==> src/core/ipc_defines.vh <==
// register map, field positions and reset values of the interrupt control
`ifndef IPC_DEFINES_VH
`define IPC_DEFINES_VH

// ----------------------------------------------------------------
// register word addresses
// ----------------------------------------------------------------
`define IPC_ADR_W0 10'h000
`define IPC_ADR_W1 10'h001
`define IPC_ADR_TBC 10'h002
`define IPC_ADR_TDAD 10'h003
`define IPC_ADR_EXHI 10'h022
`define IPC_ADR_SEREX 10'h023
`define IPC_ADR_ESEL1 10'h026
`define IPC_ADR_ESEL2 10'h027

// ----------------------------------------------------------------
// bit positions inside a four-bit control word
// ----------------------------------------------------------------
`define IPC_IE_BIT 0
`define IPC_LO_FLAG 0
`define IPC_LO_MASK 1
`define IPC_HI_FLAG 2
`define IPC_HI_MASK 3

// ----------------------------------------------------------------
// flag / mask slot indexes
// ----------------------------------------------------------------
`define IPC_I_PIN0 0
`define IPC_I_PIN1 1
`define IPC_I_TMRA 2
`define IPC_I_TMRB 3
`define IPC_I_PIN2 4
`define IPC_I_TMRC 5
`define IPC_I_PIN3 6
`define IPC_I_TMRD 7
`define IPC_I_PIN4 8
`define IPC_I_ADC 9
`define IPC_I_SER 10

// ----------------------------------------------------------------
// reset values
// ----------------------------------------------------------------
`define IPC_RST_FLAGS 11'h000
`define IPC_RST_MASKS 11'h7ff
`define IPC_RST_ESEL 4'h0
`define IPC_RST_IE 1'b0

// ----------------------------------------------------------------
// edge select codes and priority slot codes
// ----------------------------------------------------------------
`define IPC_EDGE_NONE 2'h0
`define IPC_EDGE_FALL 2'h1
`define IPC_EDGE_RISE 2'h2
`define IPC_EDGE_BOTH 2'h3
`define IPC_SLOT_NONE 3'h0

`endif

==> src/core/ipc_top.v <==
// interrupt priority control: flags, masks, edge select, priority pick
//
// Functional notes
// - with enable set, only the highest unmasked requesting slot is chosen.
// - global enable at word0 bit0; zero blocks servicing, one permits.
// - enable cleared on accept, set again by return from interrupt.
// - pin zero and one flags set on falling edge of the pin.
// - pin two to four flags set on edge picked per pin.
// - edge code 00 none, 01 falling, 10 rising, 11 both.
// - edge select one: write-only, reset 0, pin2 bits1:0, pin3 bits3:2.
// - edge select two: write-only, reset 0, pin4 bits1:0, event bits3:2.
// - external mask zero passes request, one blocks; flag may stay set.
// - timer A flag at word1 bit2 set by timer A overflow.
// - timer A mask at word1 bit3 blocks when one.
// - timer B flag word2 bit0 on overflow, mask bit1.
// - timer C flag word2 bit2 on overflow, mask bit3.
// - timer D flag word3 bit0 on overflow or capture edge, mask bit1.
// - serial flag word5 bit2 on transfer done or suspend, mask bit3.
// - converter flag word3 bit2 on conversion done, mask bit3.
// - request is flag one and mask zero, serviced only with enable.
// - software writes can only clear flags, never set them.
// - reset clears enable and flags, sets all masks.
// - enable clears in second cycle after acknowledge.
`timescale 1ns/1ps

`include "ipc_defines.vh"

module ipc_top #(
	parameter ADDR_W = 10
) (
	input wire clk_in,
	input wire rst_b_in,
	input wire [ADDR_W-1:0] addr_in,
	input wire wr_en_in,
	input wire [3:0] wr_bits_in,
	input wire [3:0] wr_data_in,
	input wire rd_en_in,
	output reg [3:0] rd_data_out,
	input wire ext_irq_pin_zero_b_in,
	input wire ext_irq_pin_one_b_in,
	input wire ext_irq_pin_two_in,
	input wire ext_irq_pin_three_in,
	input wire ext_irq_pin_four_in,
	input wire timer_d_event_pin_in,
	input wire tmr_d_capture_mode_in,
	input wire tmr_a_ovf_in,
	input wire tmr_b_ovf_in,
	input wire tmr_c_ovf_in,
	input wire tmr_d_ovf_in,
	input wire serial_done_in,
	input wire converter_done_in,
	input wire int_ack_in,
	input wire return_from_interrupt_in,
	output reg int_req_out,
	output reg [2:0] int_slot_out,
	output reg global_int_enable_out,
	output reg timer_d_event_edge_out
);

	// ----------------------------------------------------------------
	// reset release
	// ----------------------------------------------------------------
	reg [1:0] rst_sync_q;
	wire rst_b;

	always @(posedge clk_in or negedge rst_b_in) begin
		if (!rst_b_in)
			rst_sync_q <= 2'h0;
		else
			rst_sync_q <= {rst_sync_q[0], 1'b1};
	end

	assign rst_b = rst_sync_q[1];

	// ----------------------------------------------------------------
	// functions
	// ----------------------------------------------------------------
	function edge_hit;
		input [1:0] sel;
		input prev;
		input cur;
		begin
			case (sel)
				`IPC_EDGE_FALL: edge_hit = prev & ~cur;
				`IPC_EDGE_RISE: edge_hit = ~prev & cur;
				`IPC_EDGE_BOTH: edge_hit = prev ^ cur;
				default: edge_hit = 1'b0;
			endcase
		end
	endfunction

	// software may only drop a flag: bit enabled and written zero
	function sw_clr;
		input [3:0] bits;
		input [3:0] dat;
		input integer pos;
		begin
			sw_clr = bits[pos] & ~dat[pos];
		end
	endfunction

	// ----------------------------------------------------------------
	// pin synchronisers
	// ----------------------------------------------------------------
	// order: pin0, pin1, pin2, pin3, pin4, event
	wire [5:0] pin_raw;
	reg [5:0] pin_s1_q;
	reg [5:0] pin_s2_q;
	reg [5:0] pin_s3_q;
	reg [2:0] prime_q;
	wire sync_ok;

	assign pin_raw = {timer_d_event_pin_in, ext_irq_pin_four_in,
		ext_irq_pin_three_in, ext_irq_pin_two_in,
		ext_irq_pin_one_b_in, ext_irq_pin_zero_b_in};

	always @(posedge clk_in or negedge rst_b) begin
		if (!rst_b) begin
			pin_s1_q <= 6'h3f;
			pin_s2_q <= 6'h3f;
			pin_s3_q <= 6'h3f;
			prime_q <= 3'h0;
		end else begin
			pin_s1_q <= pin_raw;
			pin_s2_q <= pin_s1_q;
			pin_s3_q <= pin_s2_q;
			prime_q <= {prime_q[1:0], 1'b1};
		end
	end

	// edges are ignored until the chain holds real pin levels,
	// so a pin held low through reset gives no false request
	assign sync_ok = prime_q[2];

	// ----------------------------------------------------------------
	// edge detection
	// ----------------------------------------------------------------
	reg [3:0] esel1_q;
	reg [3:0] esel2_q;
	wire [5:0] pin_edge;

	assign pin_edge[0] = sync_ok & pin_s3_q[0] & ~pin_s2_q[0];
	assign pin_edge[1] = sync_ok & pin_s3_q[1] & ~pin_s2_q[1];
	assign pin_edge[2] = sync_ok &
		edge_hit(esel1_q[1:0], pin_s3_q[2], pin_s2_q[2]);
	assign pin_edge[3] = sync_ok &
		edge_hit(esel1_q[3:2], pin_s3_q[3], pin_s2_q[3]);
	assign pin_edge[4] = sync_ok &
		edge_hit(esel2_q[1:0], pin_s3_q[4], pin_s2_q[4]);
	assign pin_edge[5] = sync_ok &
		edge_hit(esel2_q[3:2], pin_s3_q[5], pin_s2_q[5]);

	// ----------------------------------------------------------------
	// hardware set terms
	// ----------------------------------------------------------------
	wire [10:0] hw_set;

	assign hw_set[`IPC_I_PIN0] = pin_edge[0];
	assign hw_set[`IPC_I_PIN1] = pin_edge[1];
	assign hw_set[`IPC_I_TMRA] = tmr_a_ovf_in;
	assign hw_set[`IPC_I_TMRB] = tmr_b_ovf_in;
	assign hw_set[`IPC_I_PIN2] = pin_edge[2];
	assign hw_set[`IPC_I_TMRC] = tmr_c_ovf_in;
	assign hw_set[`IPC_I_PIN3] = pin_edge[3];
	assign hw_set[`IPC_I_TMRD] = tmr_d_ovf_in |
		(tmr_d_capture_mode_in & pin_edge[5]);
	assign hw_set[`IPC_I_PIN4] = pin_edge[4];
	assign hw_set[`IPC_I_ADC] = converter_done_in;
	assign hw_set[`IPC_I_SER] = serial_done_in;

	// ----------------------------------------------------------------
	// write decode
	// ----------------------------------------------------------------
	reg [10:0] f_clr;
	reg [10:0] m_we;
	reg [10:0] m_val;
	reg ie_we;
	reg [3:0] es1_we;
	reg [3:0] es2_we;

	always @* begin
		f_clr = 11'h000;
		m_we = 11'h000;
		m_val = 11'h000;
		ie_we = 1'b0;
		es1_we = 4'h0;
		es2_we = 4'h0;
		if (wr_en_in) begin
			case (addr_in)
				`IPC_ADR_W0: begin
					ie_we = wr_bits_in[`IPC_IE_BIT];
					f_clr[`IPC_I_PIN0] = sw_clr(wr_bits_in, wr_data_in,
						`IPC_HI_FLAG);
					m_we[`IPC_I_PIN0] = wr_bits_in[`IPC_HI_MASK];
					m_val[`IPC_I_PIN0] = wr_data_in[`IPC_HI_MASK];
				end
				`IPC_ADR_W1: begin
					f_clr[`IPC_I_PIN1] = sw_clr(wr_bits_in, wr_data_in,
						`IPC_LO_FLAG);
					m_we[`IPC_I_PIN1] = wr_bits_in[`IPC_LO_MASK];
					m_val[`IPC_I_PIN1] = wr_data_in[`IPC_LO_MASK];
					f_clr[`IPC_I_TMRA] = sw_clr(wr_bits_in, wr_data_in,
						`IPC_HI_FLAG);
					m_we[`IPC_I_TMRA] = wr_bits_in[`IPC_HI_MASK];
					m_val[`IPC_I_TMRA] = wr_data_in[`IPC_HI_MASK];
				end
				`IPC_ADR_TBC: begin
					f_clr[`IPC_I_TMRB] = sw_clr(wr_bits_in, wr_data_in,
						`IPC_LO_FLAG);
					m_we[`IPC_I_TMRB] = wr_bits_in[`IPC_LO_MASK];
					m_val[`IPC_I_TMRB] = wr_data_in[`IPC_LO_MASK];
					f_clr[`IPC_I_TMRC] = sw_clr(wr_bits_in, wr_data_in,
						`IPC_HI_FLAG);
					m_we[`IPC_I_TMRC] = wr_bits_in[`IPC_HI_MASK];
					m_val[`IPC_I_TMRC] = wr_data_in[`IPC_HI_MASK];
				end
				`IPC_ADR_TDAD: begin
					f_clr[`IPC_I_TMRD] = sw_clr(wr_bits_in, wr_data_in,
						`IPC_LO_FLAG);
					m_we[`IPC_I_TMRD] = wr_bits_in[`IPC_LO_MASK];
					m_val[`IPC_I_TMRD] = wr_data_in[`IPC_LO_MASK];
					f_clr[`IPC_I_ADC] = sw_clr(wr_bits_in, wr_data_in,
						`IPC_HI_FLAG);
					m_we[`IPC_I_ADC] = wr_bits_in[`IPC_HI_MASK];
					m_val[`IPC_I_ADC] = wr_data_in[`IPC_HI_MASK];
				end
				`IPC_ADR_EXHI: begin
					f_clr[`IPC_I_PIN2] = sw_clr(wr_bits_in, wr_data_in,
						`IPC_LO_FLAG);
					m_we[`IPC_I_PIN2] = wr_bits_in[`IPC_LO_MASK];
					m_val[`IPC_I_PIN2] = wr_data_in[`IPC_LO_MASK];
					f_clr[`IPC_I_PIN3] = sw_clr(wr_bits_in, wr_data_in,
						`IPC_HI_FLAG);
					m_we[`IPC_I_PIN3] = wr_bits_in[`IPC_HI_MASK];
					m_val[`IPC_I_PIN3] = wr_data_in[`IPC_HI_MASK];
				end
				`IPC_ADR_SEREX: begin
					f_clr[`IPC_I_PIN4] = sw_clr(wr_bits_in, wr_data_in,
						`IPC_LO_FLAG);
					m_we[`IPC_I_PIN4] = wr_bits_in[`IPC_LO_MASK];
					m_val[`IPC_I_PIN4] = wr_data_in[`IPC_LO_MASK];
					f_clr[`IPC_I_SER] = sw_clr(wr_bits_in, wr_data_in,
						`IPC_HI_FLAG);
					m_we[`IPC_I_SER] = wr_bits_in[`IPC_HI_MASK];
					m_val[`IPC_I_SER] = wr_data_in[`IPC_HI_MASK];
				end
				`IPC_ADR_ESEL1: es1_we = wr_bits_in;
				`IPC_ADR_ESEL2: es2_we = wr_bits_in;
				default: ie_we = 1'b0;
			endcase
		end
	end

	// ----------------------------------------------------------------
	// flags, masks, edge select
	// ----------------------------------------------------------------
	reg [10:0] flag_q;
	reg [10:0] mask_q;
	wire [10:0] flag_d;
	wire [10:0] mask_d;

	// a set in the same cycle as a clear wins, so no event is lost;
	// nothing else clears a flag, acknowledge included
	assign flag_d = (flag_q & ~f_clr) | hw_set;
	assign mask_d = (mask_q & ~m_we) | (m_val & m_we);

	always @(posedge clk_in or negedge rst_b) begin
		if (!rst_b) begin
			flag_q <= `IPC_RST_FLAGS;
			mask_q <= `IPC_RST_MASKS;
			esel1_q <= `IPC_RST_ESEL;
			esel2_q <= `IPC_RST_ESEL;
		end else begin
			flag_q <= flag_d;
			mask_q <= mask_d;
			esel1_q <= (esel1_q & ~es1_we) | (wr_data_in & es1_we);
			esel2_q <= (esel2_q & ~es2_we) | (wr_data_in & es2_we);
		end
	end

	// ----------------------------------------------------------------
	// priority pick
	// ----------------------------------------------------------------
	wire [10:0] req;
	wire [7:1] slot_req;
	reg [2:0] slot_d;
	integer k;

	assign req = flag_q & ~mask_q;
	assign slot_req[1] = req[`IPC_I_PIN0];
	assign slot_req[2] = req[`IPC_I_PIN1];
	assign slot_req[3] = req[`IPC_I_TMRA];
	assign slot_req[4] = req[`IPC_I_TMRB] | req[`IPC_I_PIN2];
	assign slot_req[5] = req[`IPC_I_TMRC] | req[`IPC_I_PIN3];
	assign slot_req[6] = req[`IPC_I_TMRD] | req[`IPC_I_PIN4];
	assign slot_req[7] = req[`IPC_I_ADC] | req[`IPC_I_SER];

	// scan from lowest priority up so the highest one lands last
	always @* begin
		slot_d = `IPC_SLOT_NONE;
		for (k = 7; k >= 1; k = k - 1) begin
			if (slot_req[k])
				slot_d = k[2:0];
		end
	end

	// ----------------------------------------------------------------
	// enable and acknowledge sequence
	// ----------------------------------------------------------------
	reg ie_q;
	reg ack_q;

	always @(posedge clk_in or negedge rst_b) begin
		if (!rst_b) begin
			ie_q <= `IPC_RST_IE;
			ack_q <= 1'b0;
		end else begin
			ack_q <= int_ack_in;
			if (ack_q)
				ie_q <= 1'b0;
			else if (return_from_interrupt_in)
				ie_q <= 1'b1;
			else if (ie_we)
				ie_q <= wr_data_in[`IPC_IE_BIT];
		end
	end

	// ----------------------------------------------------------------
	// outputs and read back
	// ----------------------------------------------------------------
	reg [3:0] rd_d;

	always @* begin
		rd_d = 4'h0;
		case (addr_in)
			`IPC_ADR_W0: rd_d = {mask_q[`IPC_I_PIN0], flag_q[`IPC_I_PIN0],
				1'b0, ie_q};
			`IPC_ADR_W1: rd_d = {mask_q[`IPC_I_TMRA], flag_q[`IPC_I_TMRA],
				mask_q[`IPC_I_PIN1], flag_q[`IPC_I_PIN1]};
			`IPC_ADR_TBC: rd_d = {mask_q[`IPC_I_TMRC], flag_q[`IPC_I_TMRC],
				mask_q[`IPC_I_TMRB], flag_q[`IPC_I_TMRB]};
			`IPC_ADR_TDAD: rd_d = {mask_q[`IPC_I_ADC], flag_q[`IPC_I_ADC],
				mask_q[`IPC_I_TMRD], flag_q[`IPC_I_TMRD]};
			`IPC_ADR_EXHI: rd_d = {mask_q[`IPC_I_PIN3], flag_q[`IPC_I_PIN3],
				mask_q[`IPC_I_PIN2], flag_q[`IPC_I_PIN2]};
			`IPC_ADR_SEREX: rd_d = {mask_q[`IPC_I_SER], flag_q[`IPC_I_SER],
				mask_q[`IPC_I_PIN4], flag_q[`IPC_I_PIN4]};
			// edge select registers are write-only and read zero
			default: rd_d = 4'h0;
		endcase
	end

	always @(posedge clk_in or negedge rst_b) begin
		if (!rst_b) begin
			rd_data_out <= 4'h0;
			int_req_out <= 1'b0;
			int_slot_out <= `IPC_SLOT_NONE;
			global_int_enable_out <= 1'b0;
			timer_d_event_edge_out <= 1'b0;
		end else begin
			if (rd_en_in)
				rd_data_out <= rd_d;
			// request drops while an acknowledge is in flight
			int_req_out <= ie_q & (|slot_req) & ~int_ack_in
				& ~ack_q;
			int_slot_out <= slot_d;
			global_int_enable_out <= ie_q;
			timer_d_event_edge_out <= pin_edge[5];
		end
	end

endmodule // ipc_top

==> config.mk <==
export PLATFORM = sky130hd
export DESIGN_NAME = ipc_top
export DESIGN_NICKNAME = d
export VERILOG_FILES = /design/src/core/ipc_top.v
export VERILOG_INCLUDE_DIRS = /design/src /design/src/core
export SDC_FILE = /design/constraint.sdc
export NUM_CORES = 1
export LEC_CHECK = 0
export BUFFER_PORTS_ARGS = -buffer_cell sky130_fd_sc_hd__buf_2
export CORE_MARGIN = 3
export CORE_UTILIZATION = 50
export DETAILED_ROUTE_END_ITERATION = 16
export PLACE_DENSITY = 0.72
export SYNTH_ARGS = -nofsm -noshare
export SYNTH_HDL_FRONTEND = slang
export SYNTH_SLANG_ARGS = --single-unit
==> constraint.sdc <==
create_clock -name clk_in -period 2.5 [get_ports clk_in]
set_clock_uncertainty 0.05 [all_clocks]
set_input_delay 0.125 -clock clk_in [delete_from_list [all_inputs] [get_ports clk_in]]
set_output_delay 0.125 -clock clk_in [all_outputs]
set_load 0.01 [all_outputs]
Word level (Yosys, flattened, before mapping)
Cells that the tools add are included.
- equal/unequal tests: 19
- multiplexer cells: 54
- bitwise operators: 62
- reductions and logical operators: 3
- operators with widths (cell ; count):
    bitwise AND 11 bit ; 4
    == test 10 x 6 -> 1 bit (second input constant) ; 4
    2-to-1 mux 11 bit ; 3
    NOT 11 bit ; 3
    2-to-1 mux 1 bit ; 32
    one-hot mux 4 bit (6 select lines) ; 1
    bitwise AND 1 bit ; 22
    bitwise OR 11 bit ; 2
    2-to-1 mux 3 bit ; 7
    == test 10 x 2 -> 1 bit (second input constant) ; 2
    bitwise AND 4 bit ; 4
    == test 2 bit (second input constant) ; 8
    2-to-1 mux 4 bit ; 4
    NOT 1 bit ; 14
    one-hot mux 1 bit (3 select lines) ; 4
    == test 10 x 1 -> 1 bit (second input constant) ; 1
    zero test 10 bit ; 1
    == test 2 x 1 -> 1 bit (second input constant) ; 4
    NOT 4 bit ; 2
    bitwise OR 4 bit ; 2
    OR reduction 7 bit ; 1
    2-to-1 mux 2 bit ; 3
    bitwise OR 1 bit ; 5
    XOR 1 bit ; 4
    nonzero test 3 bit ; 1
- flip-flop bits (word level): 65
- input port bits: 37
- logic and storage cells: 154

Depth between registers and ports, before layout
Gate-level depths: netlist (run 1).
- depth in word-level cells: 10
- depth in mapped cells: 7

Least setup slack after synthesis (run 1)
Ideal clock, no wire load.
- path kind: input to register
- start: input addr_in[3]
- end: register with a tool-made name
- setup time: 125 ps
- data arrival time: 1682 ps
- path slack: 643 ps
- stages on the path: 5
- buffers on the path: 0
- cells stage by stage: or4_4 -> or3_4 -> nor3_4 -> nand3_2 -> mux2_4
- RTL lines (element ; RTL line ; source):
    start: declaration ; ipc_top.v:33 ; input wire [ADDR_W-1:0] addr_in,

Worst setup path in the final report (run 1)
- start: register pin_s2_q[5]
- end: register flag_q[7]
- cells in the longest elaborated chain, start to end: 7
- elaborated cells between the ends (all ways): 9
- those cells by class: mux (1); bitwise (8)
- RTL lines (element ; RTL line ; source):
    start: declaration ; ipc_top.v:108 ; reg [5:0] pin_s2_q;
    start signal: assignment ; ipc_top.v:125 ; pin_s2_q <= pin_s1_q;
    NOT 1 bit ; ipc_top.v:84 ; `IPC_EDGE_FALL: edge_hit = prev & ~cur;
    bitwise AND 1 bit ; ipc_top.v:84 ;
    one-hot mux 1 bit (3 select lines) * ; ipc_top.v:83 ; case (sel)
    bitwise AND 1 bit * ; ipc_top.v:150 ; assign pin_edge[5] = sync_ok &
    named net pin_edge[5] ; ipc_top.v:140 ; wire [5:0] pin_edge;
    bitwise AND 1 bit * ; ipc_top.v:166 ; (tmr_d_capture_mode_in & pin_edge[5]);
    bitwise OR 1 bit * ; ipc_top.v:165 ; assign hw_set[`IPC_I_TMRD] = tmr_d_ovf_in |
    bitwise OR 11 bit * ; ipc_top.v:264 ; assign flag_d = (flag_q & ~f_clr) | hw_set;
    named net flag_d[7] ; ipc_top.v:259 ; wire [10:0] flag_d;
    end signal: assignment ; ipc_top.v:269 ; flag_q <= `IPC_RST_FLAGS;
    end signal: assignment ; ipc_top.v:274 ; flag_q <= flag_d;
    end: declaration ; ipc_top.v:257 ; reg [10:0] flag_q;
The timed path passes the listed nets; every way through them passes the cells marked *.
A chain may end at the register's enable or synchronous reset.

==> results of run 1 <==
==> cells in the mapped netlist, types with 2 or more instances <==
cell type,n
a22o_1,3
and2_0,2
clkbuf_1,4
mux4_2,3
nor3_1,5
inv_1,22
dfrtp_1,36
mux2_1,3
o22ai_1,5
a21o_1,5
ha_1,8
nand2_1,39
nor3_4,2
o21ai_0,9
nand3_2,2
mux2_4,4
mux2i_1,7
dfstp_2,29
nand3_1,3
a31oi_1,2
mux2_2,14
nor2b_1,5
nor2_1,10
nand2b_1,6
a21oi_1,6
==> logic make-up (layout without fill, tap and decap cells) <==
family / Yosys count / count (layout)
AOI/OAI and AO/OA: 36 / 36
adders and majority gates: 8 / 8
buffers and inverters: 28 / 101
DFF: 65 / 65
muxes: 31 / 31
other: 1 / 2
and+or+nand+nor: 84 / 84
==> final timing paths <==
kind	end	slack [ns]	cells after the start
setup / recovery	flag_q[7]	0.26	7
hold / removal	rd_data_out[2]	0.01	2
max in group asynchronous	async pin	1.44	1
hold reg to reg	rd_data_out[1]	0.28	0
setup reg to reg	flag_q[7]	0.26	7
min in group asynchronous	rst_sync_q[1]	0.04	2
==> worst register-to-register path, delay by kind of cell (launching register included) <==
family                   cells  cell delay, ns
flip-flops                   1            0.55
AND/OR/NAND/NOR              1            0.09
adder cells (fa/ha/maj)      1            0.27
multiplexers                 1            0.07
buffers and inverters        2            0.60
AO/OA/AOI/OAI                2            0.50
==> routing by layer <==
metal | up-vias | share of wire | track usage
li1 | 1006 | - | -
met1 | 1047 | 0.43 | 0.256
met2 | 56 | 0.49 | 0.316
met3 | 21 | 0.053 | 0.0704
met4 | 0 | 0.027 | 0.0639
met5 | - | 0 | 0
==> stage by stage <==
step / setup slack, ns / utilization / instance area [um^2]
final: 0.258 / 0.641 / 3590
after global routing: 0.111 / 0.641 / 3590
after CTS: 0.258 / 0.641 / 3590
after detailed placement: 0.375 / 0.584 / 3280
after global placement: 0.480 / 0.584 / 3280
after floorplan: 0.557 / - / 2960
==> cell type report <==
| type | instances | share of cell area |
|---|---|---|
| Sequential cell | 65 | 0.463 |
| Multi-Input combinational cell | 161 | 0.331 |
| Timing Repair Buffer | 63 | 0.114 |
| Clock buffer | 12 | 0.0376 |
| Tap cell | 72 | 0.0251 |
| Inverter | 22 | 0.0230 |
| Clock inverter | 4 | 0.00627 |
==> where the power goes <==
group          leakage (nW)  switching, W  internal [W]  total, W
Combinational         0.800     0.0000750     0.0000683  0.000143
Clock                0.0801      0.000380      0.000355  0.000735
Sequential            0.738     0.0000273       0.00109   0.00112
==> results.json, run 1 <==
{
  "status": "finished clean",
  "cp_cell_sequence": "inv_1 > ha_1 > mux2i_1 > a21oi_1 > nor2b_1 > a221o_1 > dlygate4sd3_1",
  "cp_max_fo": 3,
  "avgSynthCellArea_um2": 11.7,
  "synth_adder_area_share": 0.0339,
  "yosys.area_share.xor_xnor": 0,
  "post_synth_mux_area_share": 0.132,
  "drc": 0,
  "finalCriticalPeriod_ns": 2.24,
  "finalPower_w": 0.00200,
  "fp-row-count": 27,
  "slew_headroom": 0.516,
  "syn-cell-area_um2": 2950,
  "cts_buffers": 9,
  "diodes": 0,
  "finalSetupViolCount": 0,
  "seq_area_um2": 1660,
  "arrival_ns": 2.41,
  "cpPeakStageDelay_ns": 0.55,
  "synth-edff-count": 0,
  "finalSetupTns_ns": 0,
  "cts-root-buf": "clkbuf_8",
  "syn2layout_area_growth_pct": 21.6,
  "synth_largest_area_cell": "dfrtp_1",
  "timing.rr.start": "pin_s2_q[5]",
  "viasPerCell": 5.34,
  "grt.total_usage": 0.199,
  "leakage_nw": 1.62,
  "cts_resized": 0,
  "most-common-layout-cells": "buf_2 (46), nand2_1 (39), dfrtp_1 (35)",
  "synth_top_cell_area_share": 0.305,
  "synth_compound_area_frac": 0.0801,
  "netlist_top_cells_area": "dfrtp_1 (30%), dfstp_2 (26%), mux2_2 (5.3%)",
  "layout_commonest_cell": "buf_2",
  "cts_max_level": 3,
  "timing.hold.ws_ns": 0.0132,
  "dp_hpwl_um": 4580,
  "ir_drop_v": 0.000550,
  "critPathBufInv": 2,
  "ys_types": 44,
  "ys.flop_type": "dfrtp_1",
  "drtPass1Iterations": 5,
  "pin_count": 47,
  "layout-drive-gt1-share": 0.367,
  "place.gp.congestion": 0.837,
  "dieWidth_um": 82.9,
  "hold_viol_final": 0,
  "routed_wl_um": 6240,
  "cp-end-kind": "flop",
  "antenna_found_initial": 0,
  "synthSimpleGateAreaFrac": 0.154,
  "async_flop_share": 1.00,
  "period_share": 0.897,
  "clock_latency_ns": 0.34,
  "initial_utilization": 0.527,
  "instances_no_fill": 399,
  "clk_pin_slew_ns": 0.07,
  "yosysWarnings": 0,
  "pwr_density_cell_nw_per_um2": 557,
  "fp.dieH_um": 82.9,
  "io_buffer_count": 46,
  "clock_sinks": 65,
  "grt_max_degree": 34,
  "dp_cells": 367,
  "rsz0062_at_grt": "false",
  "core_area_um2": 5610,
  "cp_slowest_cell": "dfstp_2",
  "ys_seq_elements": 65,
  "cp.required_ns": 2.67,
  "grt_pass1_wl_um": 10700,
  "critPathTopFamily": "buffers and inverters",
  "synth_top_family_by_area": "simple AND/OR/NAND/NOR gates",
  "maxCapViolations": 0,
  "num_vias": 2130,
  "wl_per_cell_um": 15.6,
  "critPathKind": "flop to flop",
  "grt.overflow.total": 0,
  "drt_iter0_drc": 128,
  "slew_viol_final": 0,
  "cts_tree": "built",
  "holdBufCountCts": 16,
  "hp-start": "rd_en_in",
  "ys_seq_area_frac": 0.563,
  "postRouteAntennaNets": 0,
  "max_freq_mhz": 446,
  "grt_pass1_vias": 2196,
  "nNetsFinal": 367,
  "n_fill_cell": 470,
  "syn_inst": 253,
  "multi_input_area_um2": 1190,
  "cts_setup_buffers": 0,
  "min_path_type": "input pin to flop",
  "crit_start": "pin_s2_q[5]",
  "startpoint_type": "flop",
  "ctsLongestPathBuffers": 2,
  "worst_slew_pin_slew_ns": 0.726,
  "die_area_um2": 6870
}
Note: power is estimated with default switching activity, not from simulation.
==> run 2, diff against run 1 <==
--- a/config.mk
+++ b/config.mk
@@ -11,6 +11,7 @@
 export CORE_UTILIZATION = 50
 export DETAILED_ROUTE_END_ITERATION = 16
 export PLACE_DENSITY = 0.72
+export REMOVE_ABC_BUFFERS = 1
 export SYNTH_ARGS = -nofsm -noshare
 export SYNTH_HDL_FRONTEND = slang
 export SYNTH_SLANG_ARGS = --single-unit
==> run 2 against run 1 <==
Global-route usage shrank 0.50 points. Critical path depth is the same. Non-clock buffer count grew 2. Routed wire length down 1.3%. Cell area up 1.6%. Cell count up 0.50%. Sequential share of layout area down 0.71 points. Clock-buffer cell count down 1. Highest routed layer unchanged.
==> results.json, run 2 (same netlist as run 1, synthesis figures left out) <==
{
  "pin_count": 47,
  "seq_area_um2": 1660,
  "ir_drop_v": 0.000420,
  "fp-row-count": 27,
  "layout-drive-gt1-share": 0.374,
  "die_area_um2": 6870,
  "dp_hpwl_um": 4390,
  "leakage_nw": 1.64,
  "cts_resized": 0,
  "n_fill_cell": 461,
  "cts_setup_buffers": 0,
  "routed_wl_um": 6160,
  "critPathBufInv": 2,
  "max_freq_mhz": 450,
  "dieWidth_um": 82.9,
  "drc": 0,
  "wl_per_cell_um": 15.4,
  "finalSetupViolCount": 0,
  "cp.required_ns": 2.68,
  "diodes": 0,
  "cp_slowest_cell": "dlygate4sd3_1",
  "cts_max_level": 3,
  "power_frac_comb": 0.072,
  "internal-power_w": 0.00165,
  "cp_cell_sequence": "inv_1 > ha_1 > mux2i_1 > a21oi_1 > nor2b_1 > a221o_1 > dlygate4sd3_1",
  "clk_pin_slew_ns": 0.07,
  "core_area_um2": 5610,
  "initial_utilization": 0.527,
  "pwr-share-seq": 0.519,
  "critPathTopFamily": "buffers and inverters",
  "multi_input_area_um2": 1190,
  "grt_pass1_wl_um": 10600,
  "layout_commonest_cell": "buf_2",
  "rsz0062_at_grt": "false",
  "slew_viol_final": 0,
  "maxCapViolations": 0,
  "cp_max_fo": 3,
  "num_vias": 2123,
  "cts_tree": "built",
  "cts_buffers": 9,
  "place.gp.congestion": 0.904,
  "nNetsFinal": 369,
  "grt_max_degree": 64,
  "startpoint_type": "flop",
  "power_switching_w": 0.000493,
  "holdBufCountCts": 17,
  "fp.dieH_um": 82.9,
  "drt_iter0_drc": 122,
  "ctsLongestPathBuffers": 2,
  "grt.overflow.total": 0,
  "cpPeakStageDelay_ns": 0.56,
  "syn2layout_area_growth_pct": 23.5,
  "hold_viol_final": 0,
  "p_sw_frac": 0.230,
  "pwr-share-clk": 0.408,
  "min_path_type": "input pin to flop",
  "cts-root-buf": "clkbuf_8",
  "most-common-layout-cells": "buf_2 (46), nand2_1 (39), dfrtp_1 (35)",
  "arrival_ns": 2.40,
  "period_share": 0.889,
  "finalCriticalPeriod_ns": 2.22,
  "cp-end-kind": "flop",
  "grt.total_usage": 0.194,
  "timing.hold.ws_ns": 0.0255,
  "drtPass1Iterations": 4,
  "pwr_density_cell_nw_per_um2": 587,
  "postRouteAntennaNets": 0,
  "viasPerCell": 5.29,
  "critPathKind": "flop to flop",
  "status": "finished clean",
  "clock_latency_ns": 0.34,
  "clock_sinks": 65,
  "antenna_found_initial": 0,
  "grt_pass1_vias": 2170,
  "finalSetupTns_ns": 0,
  "io_buffer_count": 46
}
-- run 2: changes by cell type in the layout (fill, tap and decap cells not counted) --
cell	change
dlygate4sd3_1	+1
bufinv_16	+1
buf_4	+1
clkbuf_8	+1
clkinv_2	-1
clkinvlp_4	+1
clkbuf_1	-2
-- run 2: metal layers --
layer / vias to the layer above / routed length, um / global-route usage
met1: 1034 / 2680 / 0.262
li1: 1009 / - / -
met4: 0 / 102 / 0.0594
met5: - / 0 / 0
met3: 13 / 382 / 0.0615
met2: 67 / 3000 / 0.300
-- run 2: worst paths after layout --
check | start | endpoint | slack [ns] | depth (start not counted)
worst max register to register | pin_s2_q[5] | flag_q[7] | 0.28 | 7
max in group asynchronous | rst_sync_q[1] | pin_s3_q[0] | 1.87 | 1
worst max-delay path | pin_s2_q[5] | flag_q[7] | 0.28 | 7
worst min-delay path | wr_data_in[0] | flop | 0.03 | 2
min in group asynchronous | rst_b_in | rst_sync_q[1] | 0.04 | 2
worst min register to register | rst_sync_q[1] | prime_q[0] | 0.22 | 1
-- run 2: layout make-up --
class | count | share of cell area
tap | 72 | 0.0247
clock inverter | 5 | 0.0151
multi-input combinational | 161 | 0.326
timing repair buffer | 65 | 0.117
sequential | 65 | 0.456
clock buffer | 11 | 0.0387
inverter | 22 | 0.0226
-- run 2: through the flow --
| stage | cells | instance area [um^2] | setup WS (ns) | power, W | utilization |
|---|---|---|---|---|---|
| CTS | 401 | 3650 | 0.286 | 0.00217 | 0.651 |
| detailed placement | 368 | 3280 | 0.489 | 0.00127 | 0.585 |
| global placement | 368 | 3280 | 0.504 | 0.00126 | 0.585 |
| global route | 401 | 3650 | 0.126 | 0.00224 | 0.651 |
| floorplan | 248 | 2930 | 0.557 | 0.00119 | - |
| finish | 401 | 3650 | 0.278 | 0.00214 | 0.651 |
-- run 2: power by group through the flow --
stage	registers, W	logic [W]	clock network (W)
floorplan	0.00114	0.0000467	0
global placement	0.00113	0.000134	0
global route	0.00112	0.000173	0.000948
detailed placement	0.00113	0.000137	0
CTS	0.00111	0.000157	0.000900
finish	0.00111	0.000155	0.000875
